`config.mk`:
```
export PLATFORM = sky130hd
export DESIGN_NAME = dtd_decode
export DESIGN_NICKNAME = d
export VERILOG_FILES = /design/src/hdl/dtd_pkg.sv /design/src/hdl/dtd_rf_if.sv /design/src/hdl/dtd_regfile.sv /design/src/hdl/dtd_decode.sv
export VERILOG_INCLUDE_DIRS = /design/src /design/src/hdl
export SDC_FILE = /design/constraint.sdc
export NUM_CORES = 2
export LEC_CHECK = 0
export ABC_AREA = 1
export BUFFER_PORTS_ARGS = -buffer_cell sky130_fd_sc_hd__buf_4
export CORE_AREA = 2 2 293 295
export DETAILED_ROUTE_END_ITERATION = 10
export DIE_AREA = 0 0 295 297
export PLACE_DENSITY = 0.81
export SKIP_CTS_REPAIR_TIMING = 1
export SLEW_MARGIN = 20
export SYNTH_ARGS = -nofsm -noshare
export SYNTH_HDL_FRONTEND = slang
export SYNTH_HIERARCHICAL = 1
export SYNTH_SLANG_ARGS = --single-unit
```
`constraint.sdc`:
```
create_clock -name clock -period 3.5 [get_ports clock]
set_input_delay 0.7 -clock clock [delete_from_list [all_inputs] [get_ports clock]]
set_output_delay 0.7 -clock clock [all_outputs]
set_load 0.01 [all_outputs]
```
`src/hdl/dtd_defines.svh`:
```
`ifndef DTD_DEFINES_SVH
`define DTD_DEFINES_SVH

// ****************************************************************
// Opcode groups (top nibble)
// ****************************************************************
`define DTD_TOP_IDXST   4'h0
`define DTD_TOP_LDISPST 4'h1
`define DTD_TOP_STIND   4'h2
`define DTD_TOP_LDISPLD 4'h5
`define DTD_TOP_LDIND   4'h6
`define DTD_TOP_R0DISP  4'h8
`define DTD_TOP_PCW     4'h9
`define DTD_TOP_PCL     4'hD
`define DTD_TOP_IMM     4'hE

// ****************************************************************
// Low nibble patterns and sub-codes
// ****************************************************************
`define DTD_LO_B        4'h0
`define DTD_LO_W        4'h1
`define DTD_LO_L        4'h2
`define DTD_LO_RR       4'h3
`define DTD_LO_BAU      4'h4
`define DTD_LO_WAU      4'h5
`define DTD_LO_LAU      4'h6
`define DTD_SUB_STB     4'h0
`define DTD_SUB_STW     4'h1
`define DTD_SUB_LDB     4'h4
`define DTD_SUB_LDW     4'h5

// ****************************************************************
// Sizes, register indices and timing
// ****************************************************************
`define DTD_SZ_B        2'h0
`define DTD_SZ_W        2'h1
`define DTD_SZ_L        2'h2
`define DTD_REG_ZERO    4'h0
`define DTD_BASE_CYCLES 4'h1

// ****************************************************************
// One-hot state codes
// ****************************************************************
`define DTD_ST_IDLE     6'h01
`define DTD_ST_STALL    6'h02
`define DTD_ST_READ     6'h04
`define DTD_ST_EXEC     6'h08
`define DTD_ST_MEM      6'h10
`define DTD_ST_WB       6'h20

`endif

```
`src/hdl/dtd_pkg.sv`:
```
`include "dtd_defines.svh"

package dtd_pkg;

    typedef enum logic [5:0] {
        ST_IDLE  = `DTD_ST_IDLE,
        ST_STALL = `DTD_ST_STALL,
        ST_READ  = `DTD_ST_READ,
        ST_EXEC  = `DTD_ST_EXEC,
        ST_MEM   = `DTD_ST_MEM,
        ST_WB    = `DTD_ST_WB
    } dtd_state_t;

    // Address base: port A (bits 7:4), port B (bits 11:8), PC, R0 + B
    typedef enum logic [1:0] {
        BASE_A, BASE_B, BASE_PC, BASE_CB
    } dtd_base_t;

    typedef enum logic [1:0] {
        UPD_NONE, UPD_PRE, UPD_POST
    } dtd_upd_t;

    typedef struct packed {
        logic      ok;
        logic      ld;
        logic      st;
        logic      imm;
        logic      rr;
        logic      dat_c;
        logic [1:0] sz;
        dtd_base_t base;
        logic [7:0] disp;
        logic [3:0] dst;
        dtd_upd_t  upd;
    } dtd_dec_t;

endpackage : dtd_pkg

```
`src/hdl/dtd_rf_if.sv`:
```
`timescale 1ns/1ps

// Register file ports: A reads bits 7:4, B reads bits 11:8, C is R0
interface dtd_rf_if;
    logic [3:0]  ra_idx;
    logic [3:0]  rb_idx;
    logic [31:0] ra_data;
    logic [31:0] rb_data;
    logic [31:0] rc_data;
    logic        we;
    logic [3:0]  widx;
    logic [31:0] wdata;

    modport ctrl (output ra_idx, rb_idx, we, widx, wdata,
                  input  ra_data, rb_data, rc_data);
    modport store (input  ra_idx, rb_idx, we, widx, wdata,
                   output ra_data, rb_data, rc_data);
endinterface : dtd_rf_if

```
`src/hdl/dtd_regfile.sv`:
```
`timescale 1ns/1ps

`include "dtd_defines.svh"

module dtd_regfile
    import dtd_pkg::*;
(
    input  wire logic clock,
    input  wire logic rst_n,
    dtd_rf_if.store   rf
);

    logic [31:0] regs_q [16];
    logic [31:0] ra_q;
    logic [31:0] rb_q;
    logic [31:0] rc_q;

    // ************************************************************
    // Storage, one write port
    // ************************************************************
    for (genvar i = 0; i < 16; i++) begin : g_ent
        logic [31:0] ent_d;
        always_comb begin
            ent_d = regs_q[i];
            if (rf.we && rf.widx == 4'(i)) begin
                ent_d = rf.wdata;
            end
        end
        always_ff @(posedge clock) begin
            if (!rst_n) regs_q[i] <= 32'h0;
            else        regs_q[i] <= ent_d;
        end
    end

    // ************************************************************
    // Registered reads
    // ************************************************************
    // Read data lands one cycle after the index, so the
    // controller spends one state waiting for it
    always_ff @(posedge clock) begin
        if (!rst_n) begin
            ra_q <= 32'h0;
            rb_q <= 32'h0;
            rc_q <= 32'h0;
        end else begin
            ra_q <= regs_q[rf.ra_idx];
            rb_q <= regs_q[rf.rb_idx];
            rc_q <= regs_q[`DTD_REG_ZERO];
        end
    end

    assign rf.ra_data = ra_q;
    assign rf.rb_data = rb_q;
    assign rf.rc_data = rc_q;

endmodule : dtd_regfile

```
`src/hdl/dtd_decode.sv`:
```
`timescale 1ns/1ps

`include "dtd_defines.svh"

// Overview of operation
// RL1: Register numbers come from 4-bit binary fields
// RL2: Displacement scaled by access size before adding
// RL3: Immediate load sign-extends 8 bits into destination
// RL4: PC-relative loads, word extended, longword not
// RL5: Indirect loads extend byte and word only
// RL6: Pre-decrement store lowers base, writes there
// RL7: Post-increment load then advances source by size
// RL8: Byte/word displacement stores write register zero
// RL9: Longword displacement store uses four-times scaling
// RL10: Byte/word displacement loads target register zero
// RL11: Longword displacement load, no extension
// RL12: Byte indexed store at R0 plus base
// RL13: At least one cycle per instruction
// RL14: Stall when next instruction uses loaded register (code checks only bits 7:4 and 11:8, not R0 read through port C)
// RL15: No privilege needed, test flag untouched
// RL16: Register move copies full 32 bits
// RL17: Indirect stores leave both registers unchanged
// RL18: Other encodings passed on, no memory access

module dtd_decode
    import dtd_pkg::*;
(
    input  wire logic        clock,
    input  wire logic        rst_n,
    input  wire logic        insn_valid,
    input  wire logic [15:0] insn,
    input  wire logic [31:0] pc,
    output logic             insn_ready_q,
    output logic             mem_req_q,
    output logic             mem_we_q,
    output logic [1:0]       mem_size_q,
    output logic [31:0]      mem_addr_q,
    output logic [31:0]      mem_wdata_q,
    input  wire logic        mem_ack,
    input  wire logic [31:0] mem_rdata,
    output logic             wb_en_q,
    output logic [3:0]       wb_idx_q,
    output logic [31:0]      wb_data_q,
    output logic             pass_q,
    output logic [15:0]      pass_insn_q,
    output logic             done_q,
    output logic [3:0]       base_cycles_q,
    output logic             priv_req_q,
    output logic             tbit_we_q
);

    dtd_rf_if rf ();

    dtd_regfile u_rf (
        .clock (clock),
        .rst_n (rst_n),
        .rf    (rf)
    );

    // ************************************************************
    // Decode
    // ************************************************************
    function automatic dtd_dec_t decode(input logic [15:0] c);
        dtd_dec_t d;
        d = '0;
        d.dst  = c[11:8];                              // [RL1]
        d.base = BASE_A;
        d.upd  = UPD_NONE;
        case (c[15:12])
            `DTD_TOP_IMM: begin
                d.ok  = 1'b1;
                d.imm = 1'b1;
            end
            `DTD_TOP_PCW, `DTD_TOP_PCL: begin
                d.ok   = 1'b1;
                d.ld   = 1'b1;
                d.base = BASE_PC;
                d.disp = c[7:0];
                d.sz   = (c[15:12] == `DTD_TOP_PCW) ? `DTD_SZ_W
                                                    : `DTD_SZ_L; // [RL4]
            end
            `DTD_TOP_LDIND: begin
                if (c[3:0] == `DTD_LO_RR) begin
                    d.ok = 1'b1;
                    d.rr = 1'b1;                       // [RL16]
                end else if (c[3:0] <= `DTD_LO_L) begin
                    d.ok = 1'b1;
                    d.ld = 1'b1;                       // [RL5]
                    d.sz = c[1:0];
                end else if (c[3:0] >= `DTD_LO_BAU &&
                             c[3:0] <= `DTD_LO_LAU) begin
                    d.ok  = 1'b1;
                    d.ld  = 1'b1;
                    // Low two bits give the size directly
                    d.sz  = c[1:0];
                    d.upd = UPD_POST;                  // [RL7]
                end
            end
            `DTD_TOP_STIND: begin
                d.base = BASE_B;
                if (c[3:0] <= `DTD_LO_L) begin
                    d.ok = 1'b1;
                    d.st = 1'b1;                       // [RL17]
                    d.sz = c[1:0];
                end else if (c[3:0] >= `DTD_LO_BAU &&
                             c[3:0] <= `DTD_LO_LAU) begin
                    d.ok  = 1'b1;
                    d.st  = 1'b1;
                    d.sz  = c[1:0];
                    d.upd = UPD_PRE;                   // [RL6]
                end
            end
            `DTD_TOP_LDISPST: begin
                d.ok   = 1'b1;
                d.st   = 1'b1;
                d.base = BASE_B;
                d.sz   = `DTD_SZ_L;                    // [RL9]
                d.disp = {4'h0, c[3:0]};
            end
            `DTD_TOP_LDISPLD: begin
                d.ok   = 1'b1;
                d.ld   = 1'b1;
                d.sz   = `DTD_SZ_L;                    // [RL11]
                d.disp = {4'h0, c[3:0]};
            end
            `DTD_TOP_R0DISP: begin
                d.disp  = {4'h0, c[3:0]};
                d.sz    = c[9:8];
                d.dat_c = 1'b1;                        // [RL8]
                d.dst   = `DTD_REG_ZERO;               // [RL10]
                case (c[11:8])
                    `DTD_SUB_STB, `DTD_SUB_STW: begin
                        d.ok = 1'b1;
                        d.st = 1'b1;
                    end
                    `DTD_SUB_LDB, `DTD_SUB_LDW: begin
                        d.ok = 1'b1;
                        d.ld = 1'b1;
                    end
                    default: d.ok = 1'b0;
                endcase
            end
            `DTD_TOP_IDXST: begin
                if (c[3:0] == `DTD_LO_BAU) begin
                    d.ok   = 1'b1;
                    d.st   = 1'b1;
                    d.sz   = `DTD_SZ_B;
                    d.base = BASE_CB;                  // [RL12]
                end
            end
            default: d.ok = 1'b0;                      // [RL18]
        endcase
        return d;
    endfunction : decode

    // Byte/word load data is sign-extended, longword kept
    function automatic logic [31:0] sext(input logic [31:0] v,
                                         input logic [1:0]  sz);
        case (sz)
            `DTD_SZ_B: sext = {{24{v[7]}}, v[7:0]};
            `DTD_SZ_W: sext = {{16{v[15]}}, v[15:0]};
            default:   sext = v;
        endcase
    endfunction : sext

    // ************************************************************
    // Control state
    // ************************************************************
    dtd_state_t  state_q, state_d;
    logic [15:0] insn_q, insn_d;
    logic [31:0] pc_q, pc_d;
    logic        upd_en_q, upd_en_d;
    logic [3:0]  upd_idx_q, upd_idx_d;
    logic [31:0] upd_data_q, upd_data_d;
    logic        ld_pend_q, ld_pend_d;
    logic [3:0]  ld_idx_q, ld_idx_d;
    logic        ready_d, req_d, we_d, wb_en_d, pass_d, done_d;
    logic [1:0]  size_d;
    logic [31:0] addr_d, wdata_d, wb_data_d;
    logic [3:0]  wb_idx_d;
    logic [15:0] pass_insn_d;
    dtd_dec_t    dec_in, dec;
    logic        hazard;
    logic [31:0] base, step;

    assign dec_in = decode(insn);
    assign dec    = decode(insn_q);
    // Stall when bits 7:4 or 11:8 name the last loaded register
    assign hazard = ld_pend_q && (insn[7:4] == ld_idx_q ||
                                  insn[11:8] == ld_idx_q);
    assign step   = 32'h1 << dec.sz;                   // [RL2]

    // Register file is driven from held fields and write flops
    assign rf.ra_idx = insn_q[7:4];                    // [RL1]
    assign rf.rb_idx = insn_q[11:8];                   // [RL1]
    assign rf.we     = wb_en_q;
    assign rf.widx   = wb_idx_q;
    assign rf.wdata  = wb_data_q;

    // Base selection for address formation
    always_comb begin
        case (dec.base)
            BASE_A:  base = rf.ra_data;
            BASE_B:  base = rf.rb_data;
            BASE_PC: base = pc_q;
            default: base = rf.rc_data + rf.rb_data;   // [RL12]
        endcase
    end

    // Next-state logic for the whole sequencer
    always_comb begin
        state_d     = state_q;
        insn_d      = insn_q;
        pc_d        = pc_q;
        upd_en_d    = upd_en_q;
        upd_idx_d   = upd_idx_q;
        upd_data_d  = upd_data_q;
        ld_pend_d   = ld_pend_q;
        ld_idx_d    = ld_idx_q;
        req_d       = mem_req_q;
        we_d        = mem_we_q;
        size_d      = mem_size_q;
        addr_d      = mem_addr_q;
        wdata_d     = mem_wdata_q;
        wb_en_d     = 1'b0;
        wb_idx_d    = wb_idx_q;
        wb_data_d   = wb_data_q;
        pass_d      = 1'b0;
        pass_insn_d = pass_insn_q;
        done_d      = 1'b0;
        case (state_q)
            ST_IDLE: begin
                if (insn_valid) begin
                    insn_d = insn;
                    pc_d   = pc;
                    if (!dec_in.ok) begin
                        pass_d      = 1'b1;            // [RL18]
                        pass_insn_d = insn;
                    end else begin
                        ld_pend_d = 1'b0;
                        state_d   = hazard ? ST_STALL
                                           : ST_READ;  // [RL14]
                    end
                end
            end
            ST_STALL: state_d = ST_READ;
            ST_READ:  state_d = ST_EXEC;
            ST_EXEC: begin
                if (dec.imm || dec.rr) begin
                    wb_en_d   = 1'b1;
                    wb_idx_d  = dec.dst;
                    wb_data_d = dec.imm
                        ? {{24{insn_q[7]}}, insn_q[7:0]} // [RL3]
                        : rf.ra_data;                  // [RL16]
                    state_d   = ST_WB;
                end else begin
                    req_d   = 1'b1;
                    we_d    = dec.st;
                    size_d  = dec.sz;
                    wdata_d = dec.dat_c ? rf.rc_data : rf.ra_data;
                    if (dec.upd == UPD_PRE) begin
                        addr_d = rf.rb_data - step;    // [RL6]
                    end else begin
                        addr_d = base + ({24'h0, dec.disp}
                                         << dec.sz);   // [RL2]
                    end
                    upd_en_d   = dec.upd != UPD_NONE;
                    upd_idx_d  = (dec.upd == UPD_PRE) ? insn_q[11:8]
                                                      : insn_q[7:4];
                    upd_data_d = (dec.upd == UPD_PRE)
                        ? rf.rb_data - step
                        : rf.ra_data + step;           // [RL7]
                    state_d    = ST_MEM;
                end
            end
            ST_MEM: begin
                if (mem_ack) begin
                    req_d = 1'b0;
                    we_d  = 1'b0;
                    if (!mem_we_q) begin
                        wb_en_d   = 1'b1;
                        wb_idx_d  = dec.dst;
                        wb_data_d = sext(mem_rdata, dec.sz); // [RL5]
                        ld_pend_d = 1'b1;
                        ld_idx_d  = dec.dst;
                        state_d   = ST_WB;
                    end else if (upd_en_q) begin
                        wb_en_d   = 1'b1;
                        wb_idx_d  = upd_idx_q;
                        wb_data_d = upd_data_q;        // [RL6]
                        upd_en_d  = 1'b0;
                        state_d   = ST_WB;
                    end else begin
                        done_d  = 1'b1;                // [RL17]
                        state_d = ST_IDLE;
                    end
                end
            end
            ST_WB: begin
                // Post-increment update is written after the load
                if (upd_en_q) begin
                    wb_en_d   = 1'b1;
                    wb_idx_d  = upd_idx_q;
                    wb_data_d = upd_data_q;            // [RL7]
                    upd_en_d  = 1'b0;
                end else begin
                    done_d  = 1'b1;
                    state_d = ST_IDLE;
                end
            end
            default: state_d = ST_IDLE;
        endcase
        ready_d = state_d == ST_IDLE;
    end

    // Registers only; every output is one of these flops
    always_ff @(posedge clock) begin
        if (!rst_n) begin
            state_q       <= ST_IDLE;
            insn_q        <= 16'h0;
            pc_q          <= 32'h0;
            upd_en_q      <= 1'b0;
            upd_idx_q     <= 4'h0;
            upd_data_q    <= 32'h0;
            ld_pend_q     <= 1'b0;
            ld_idx_q      <= 4'h0;
            insn_ready_q  <= 1'b0;
            mem_req_q     <= 1'b0;
            mem_we_q      <= 1'b0;
            mem_size_q    <= 2'h0;
            mem_addr_q    <= 32'h0;
            mem_wdata_q   <= 32'h0;
            wb_en_q       <= 1'b0;
            wb_idx_q      <= 4'h0;
            wb_data_q     <= 32'h0;
            pass_q        <= 1'b0;
            pass_insn_q   <= 16'h0;
            done_q        <= 1'b0;
            base_cycles_q <= 4'h0;
            priv_req_q    <= 1'b0;
            tbit_we_q     <= 1'b0;
        end else begin
            state_q       <= state_d;
            insn_q        <= insn_d;
            pc_q          <= pc_d;
            upd_en_q      <= upd_en_d;
            upd_idx_q     <= upd_idx_d;
            upd_data_q    <= upd_data_d;
            ld_pend_q     <= ld_pend_d;
            ld_idx_q      <= ld_idx_d;
            insn_ready_q  <= ready_d;
            mem_req_q     <= req_d;
            mem_we_q      <= we_d;
            mem_size_q    <= size_d;
            mem_addr_q    <= addr_d;
            mem_wdata_q   <= wdata_d;
            wb_en_q       <= wb_en_d;
            wb_idx_q      <= wb_idx_d;
            wb_data_q     <= wb_data_d;
            pass_q        <= pass_d;
            pass_insn_q   <= pass_insn_d;
            done_q        <= done_d;
            base_cycles_q <= `DTD_BASE_CYCLES;         // [RL13]
            priv_req_q    <= 1'b0;                     // [RL15]
            tbit_we_q     <= 1'b0;                     // [RL15]
        end
    end

    // ************************************************************
    // Checks
    // ************************************************************
    field_sel_a: assert property (@(posedge clock) disable iff (!rst_n) // [RL1]
        state_q == ST_EXEC && (dec.imm || dec.rr) |=>
        wb_en_q && wb_idx_q == $past(insn_q[11:8]))
        else $error("register field select wrong");
    imm_sext_a: assert property (@(posedge clock) disable iff (!rst_n) // [RL3]
        state_q == ST_EXEC && dec.imm |=> wb_en_q &&
        wb_data_q == {{24{$past(insn_q[7])}}, $past(insn_q[7:0])})
        else $error("immediate not sign-extended");
    rr_copy_a: assert property (@(posedge clock) disable iff (!rst_n) // [RL16]
        state_q == ST_EXEC && dec.rr |=> wb_data_q == $past(rf.ra_data))
        else $error("register move data wrong");
    pre_dec_a: assert property (@(posedge clock) disable iff (!rst_n) // [RL6]
        state_q == ST_EXEC && dec.upd == UPD_PRE |=>
        mem_addr_q == $past(rf.rb_data) - $past(step) && mem_we_q)
        else $error("pre-decrement address wrong");
    disp_scale_a: assert property (@(posedge clock) disable iff (!rst_n) // [RL2]
        state_q == ST_EXEC && (dec.ld || dec.st) && dec.upd != UPD_PRE
        |=> mem_addr_q ==
            $past(base) + ({24'h0, $past(dec.disp)} << $past(dec.sz)))
        else $error("displacement scaling wrong");
    no_flag_a: assert property (@(posedge clock) disable iff (!rst_n) // [RL15]
        !priv_req_q && !tbit_we_q)
        else $error("privilege or flag touched");
    pass_nomem_a: assert property (@(posedge clock) disable iff (!rst_n) // [RL18]
        state_q == ST_IDLE && insn_valid && !dec_in.ok |=>
        pass_q && !mem_req_q && state_q == ST_IDLE)
        else $error("foreign encoding not passed on");
    load_stall_a: assert property (@(posedge clock) disable iff (!rst_n) // [RL14]
        state_q == ST_IDLE && insn_valid && dec_in.ok && hazard |=>
        state_q == ST_STALL ##1 state_q == ST_READ)
        else $error("load-use stall missing");
    min_cycle_a: assert property (@(posedge clock) disable iff (!rst_n) // [RL13]
        state_q == ST_IDLE && insn_valid && dec_in.ok |=> !done_q [*2])
        else $error("instruction finished too soon");

endmodule : dtd_decode

```
==> results by group <==
Die
  • Core Rows: between 100 and 150
  • Core area: 0.0845 mm^2
  • Die H: between 200 and 300 um
  • Die ar.: slightly below 0.09 mm^2
  • I/O pin total: approximately 210
  • DIE WIDTH: 295 um
  • Initial Utilization: 0.564

Layout
  • Layout cells sized above 1: 0.119
  • Final std cells w/o fill: a little over 8k
  • Final Instance Area: 0.0547 mm^2
  • Antenna cells: 0
  • Nets: 6981
  • Area Overhead vs Synth: 14.9%

STA
  • Clk_skew: around 0.027 ns
  • Slew HR: 0.243
  • Unrepaired setup endpoints after global routing: true
  • Peak Freq: around 290 MHz
  • Max Slew Vio Count: 0
  • Tcrit/Tclk final: 0.975
  • Final Critical Period: between 3 and 4 ns
  • TNS Setup: 0 ns
  • # setup viols final: 0
  • Measured slew at the worst slew-check pin: 1.12 ns
  • Final hold violations: 0
  • WHS: about 0.25 ns

Synthesis
  • Main flop type after synthesis: edfxtp_1
  • Post-Synthesis Cells: 6697
  • Yosys reg bits: between 800 and 900
  • Post-Syn Area: approximately 0.048 mm^2
  • Yosys warnings: 6
  • Async SR Flop Fraction: 0
  • EDFF count, synth: between 400 and 500
  • Sequential-to-total area share from yosys stat: 0.449
  • Synth unique cells: 63
  • Syn avg cell area: just over 7 um^2

Detailed routing
  • DRT Pass-1 Iters: 10
  • Post-route DRC violation count: 0
  • DR vias/cell: just over 6
  • Via count: between 40k and 50k
  • Wire length per cell: around 23 um
  • DRT Wirelength: between 150000 and 200000 um
  • Starting DRT DRC Count: approximately 8.6k
  • Final ANT Viol Nets: 0

Placement
  • Dpl hpwl: ~120000 um
  • Final RePlAce weighted congestion: approximately 1.0
  • IO Port Bufs: between 200 and 250
  • Cell Area, Placed: ~0.05 mm^2
  • Cell count after placement: just under 8k

Worst setup path
  • Worst r2r src: u_rf/rf.rb_data[3]$_SDFF_PN0_
  • Critical Path RT: just over 4 ns
  • CP Class: flip-flop to flip-flop
  • Worst setup EP type: flip-flop
  • CP Launch Type: flip-flop
  • R2r setup slk: 0.09 ns
  • Worst Setup SP: u_rf/rf.rb_data[3]$_SDFF_PN0_
  • Worst Path Arrival: roughly 4 ns
  • Crit Path Max Fanout: 5

Power and ir drop
  • P_leak: between 0.02 and 0.025 uW
  • Pwr Density: around 490 mW/mm^2
  • Worst VDD drop: around 0.34 mV

Global routing
  • Global Route Usage Sum: 0.404
  • Remaining global-route overflow: 0
  • Pin count of the biggest net entering global routing: 190
  • Global-route wire length before repair: roughly 270000 um
  • Vias in the first global route: 45.3k
  • Initial antenna violation count: 1

Run
  • Max-cap violation count: 0

Outcome
  • Status: finished, final reports clean

CTS
  • H-tree depth: 3
  • Clk Latency, worst-skew pair: about 0.67 ns
  • CTS tree: yes
  • Clock Tree Buf Depth: 3
  • Root Driver: clkbuf_16
  • Cts bufs inserted: 90
  • Reg clk slew, reported paths: ~0.060 ns
  • Clock sink total: 829

Min path
  • Hold path startpoint: insn[5]
  • Type of the tightest min-delay check: input pin to flip-flop
==> path summary, 6_finish.rpt <==
path	end	depth (start not counted)
worst min register to register	u_rf/rf.rc_data[15]$_SDFF_PN0_	2
worst max-delay path	mem_addr_q[21]$_SDFFE_PN0P_	21
worst max register to register	mem_addr_q[21]$_SDFFE_PN0P_	21
worst min-delay path	pass_insn_q[5]$_SDFFE_PN0P_	3
==> placed cells by master (no fill, tap or decap), drive strengths merged, types with 25 or more instances in the layout <==
master | netlist | final
nand2 | 1658 | 1658
inv | 949 | 953
clkinv | 4 | 30
edfxtp | 480 | 480
xor2 | 25 | 25
nor3 | 31 | 31
clkbuf | 248 | 127
nand3 | 1042 | 1042
nand4 | 29 | 29
dfxtp | 349 | 349
nor2 | 808 | 808
a31oi | 52 | 52
buf | 178 | 474
o221ai | 34 | 34
o211ai | 37 | 37
ha | 50 | 50
o21ai | 323 | 323
a21oi | 275 | 275
==> state kept, by name, summed over array words and instances, names as in the netlist, 2 cells and up <==
name / count
insn_q: 16
ld_idx_q: 4
mem_addr_q: 32
mem_size_q: 2
mem_wdata_q: 32
pass_insn_q: 16
pc_q: 32
state_q: 6
u_rf/regs_q: 512
u_rf/rf.ra_data: 32
u_rf/rf.rb_data: 32
u_rf/rf.rc_data: 32
upd_data_q: 32
upd_idx_q: 4
wb_data_q: 32
wb_idx_q: 4
==> kinds of logic (layout without fill, tap and decap cells) <==
family / Yosys count / count (layout) / share of synthesized area
flip-flops: 829 / 829 / 0.449
XOR/XNOR: 45 / 45 / 0.00827
adder cells (fa/ha/maj): 54 / 54 / 0.0148
buffers and inverters: 1379 / 1594 / 0.113
other: 1 / 6 / 0.0000787
AND/OR/NAND/NOR: 3596 / 3596 / 0.320
AO/OA/AOI/OAI: 793 / 793 / 0.0951
==> per-layer routing <==
layer	track usage	share of wire	vias up
li1	-	-	21936
met1	0.517	0.35	22306
met2	0.616	0.43	3863
met3	0.0864	0.14	865
met4	0.271	0.077	0
met5	0	0	-
==> synth_stat cells (20+ instances only) <==
| library cell | instances | area [um^2] |
|---|---|---|
| a21oi_1 | 272 | 1360 |
| a22oi_1 | 21 | 158 |
| a31oi_1 | 52 | 325 |
| buf_1 | 57 | 214 |
| buf_2 | 111 | 556 |
| clkbuf_1 | 248 | 931 |
| dfxtp_1 | 349 | 6990 |
| edfxtp_1 | 480 | 14400 |
| ha_1 | 50 | 626 |
| inv_1 | 927 | 3480 |
| inv_2 | 21 | 78.8 |
| nand2_1 | 1643 | 6170 |
| nand3_1 | 1038 | 5190 |
| nand4_1 | 28 | 175 |
| nor2_1 | 786 | 2950 |
| nor3_1 | 25 | 125 |
| o211ai_1 | 34 | 255 |
| o21ai_0 | 304 | 1520 |
| o221ai_1 | 33 | 289 |
| xnor2_1 | 20 | 175 |
| xor2_1 | 25 | 219 |
==> final cells by class <==
cell class	count	area, um^2
Multi-Input combinational cell	4494	21500
Clock inverter	40	405
Clock buffer	126	2560
Fill cell	7190	29700
Timing Repair Buffer	475	3770
Inverter	953	3600
Sequential cell	829	21400
Tap cell	1144	1430
==> power breakdown <==
group / internal, uW / switching, uW
clock network: 5570 / 4100
logic: 1840 / 3980
registers: 10700 / 377
==> critical path, stage by stage (launching register included) <==
cell,delay (ns)
dfxtp_1,0.32
ha_1,0.36
nand2_1,0.14
inv_1,0.06
nand2_1,0.07
nand2_1,0.05
nand2_1,0.05
nand3_1,0.16
xnor2_2,0.28
o221ai_2,0.18
ha_4,0.33
buf_4,0.10
buf_4,0.10
a31oi_1,0.08
o21ai_1,0.07
o21bai_4,0.17
nand3_2,0.12
nor2_4,0.18
buf_6,0.12
nand4_1,0.11
o211ai_1,0.19
a21oi_1,0.08
==> per-stage QoR <==
stage | setup slack [ns] | utilization | total power (uW)
after floorplan | -0.199 | - | 14600
after global placement | -0.139 | 0.606 | 16500
after detailed placement | -0.148 | 0.606 | 16600
after CTS | -0.158 | 0.641 | 26100
after global routing | -0.168 | 0.648 | 27400
final | 0.0870 | 0.648 | 26600
No activity file was read; power rests on OpenSTA's default activity.
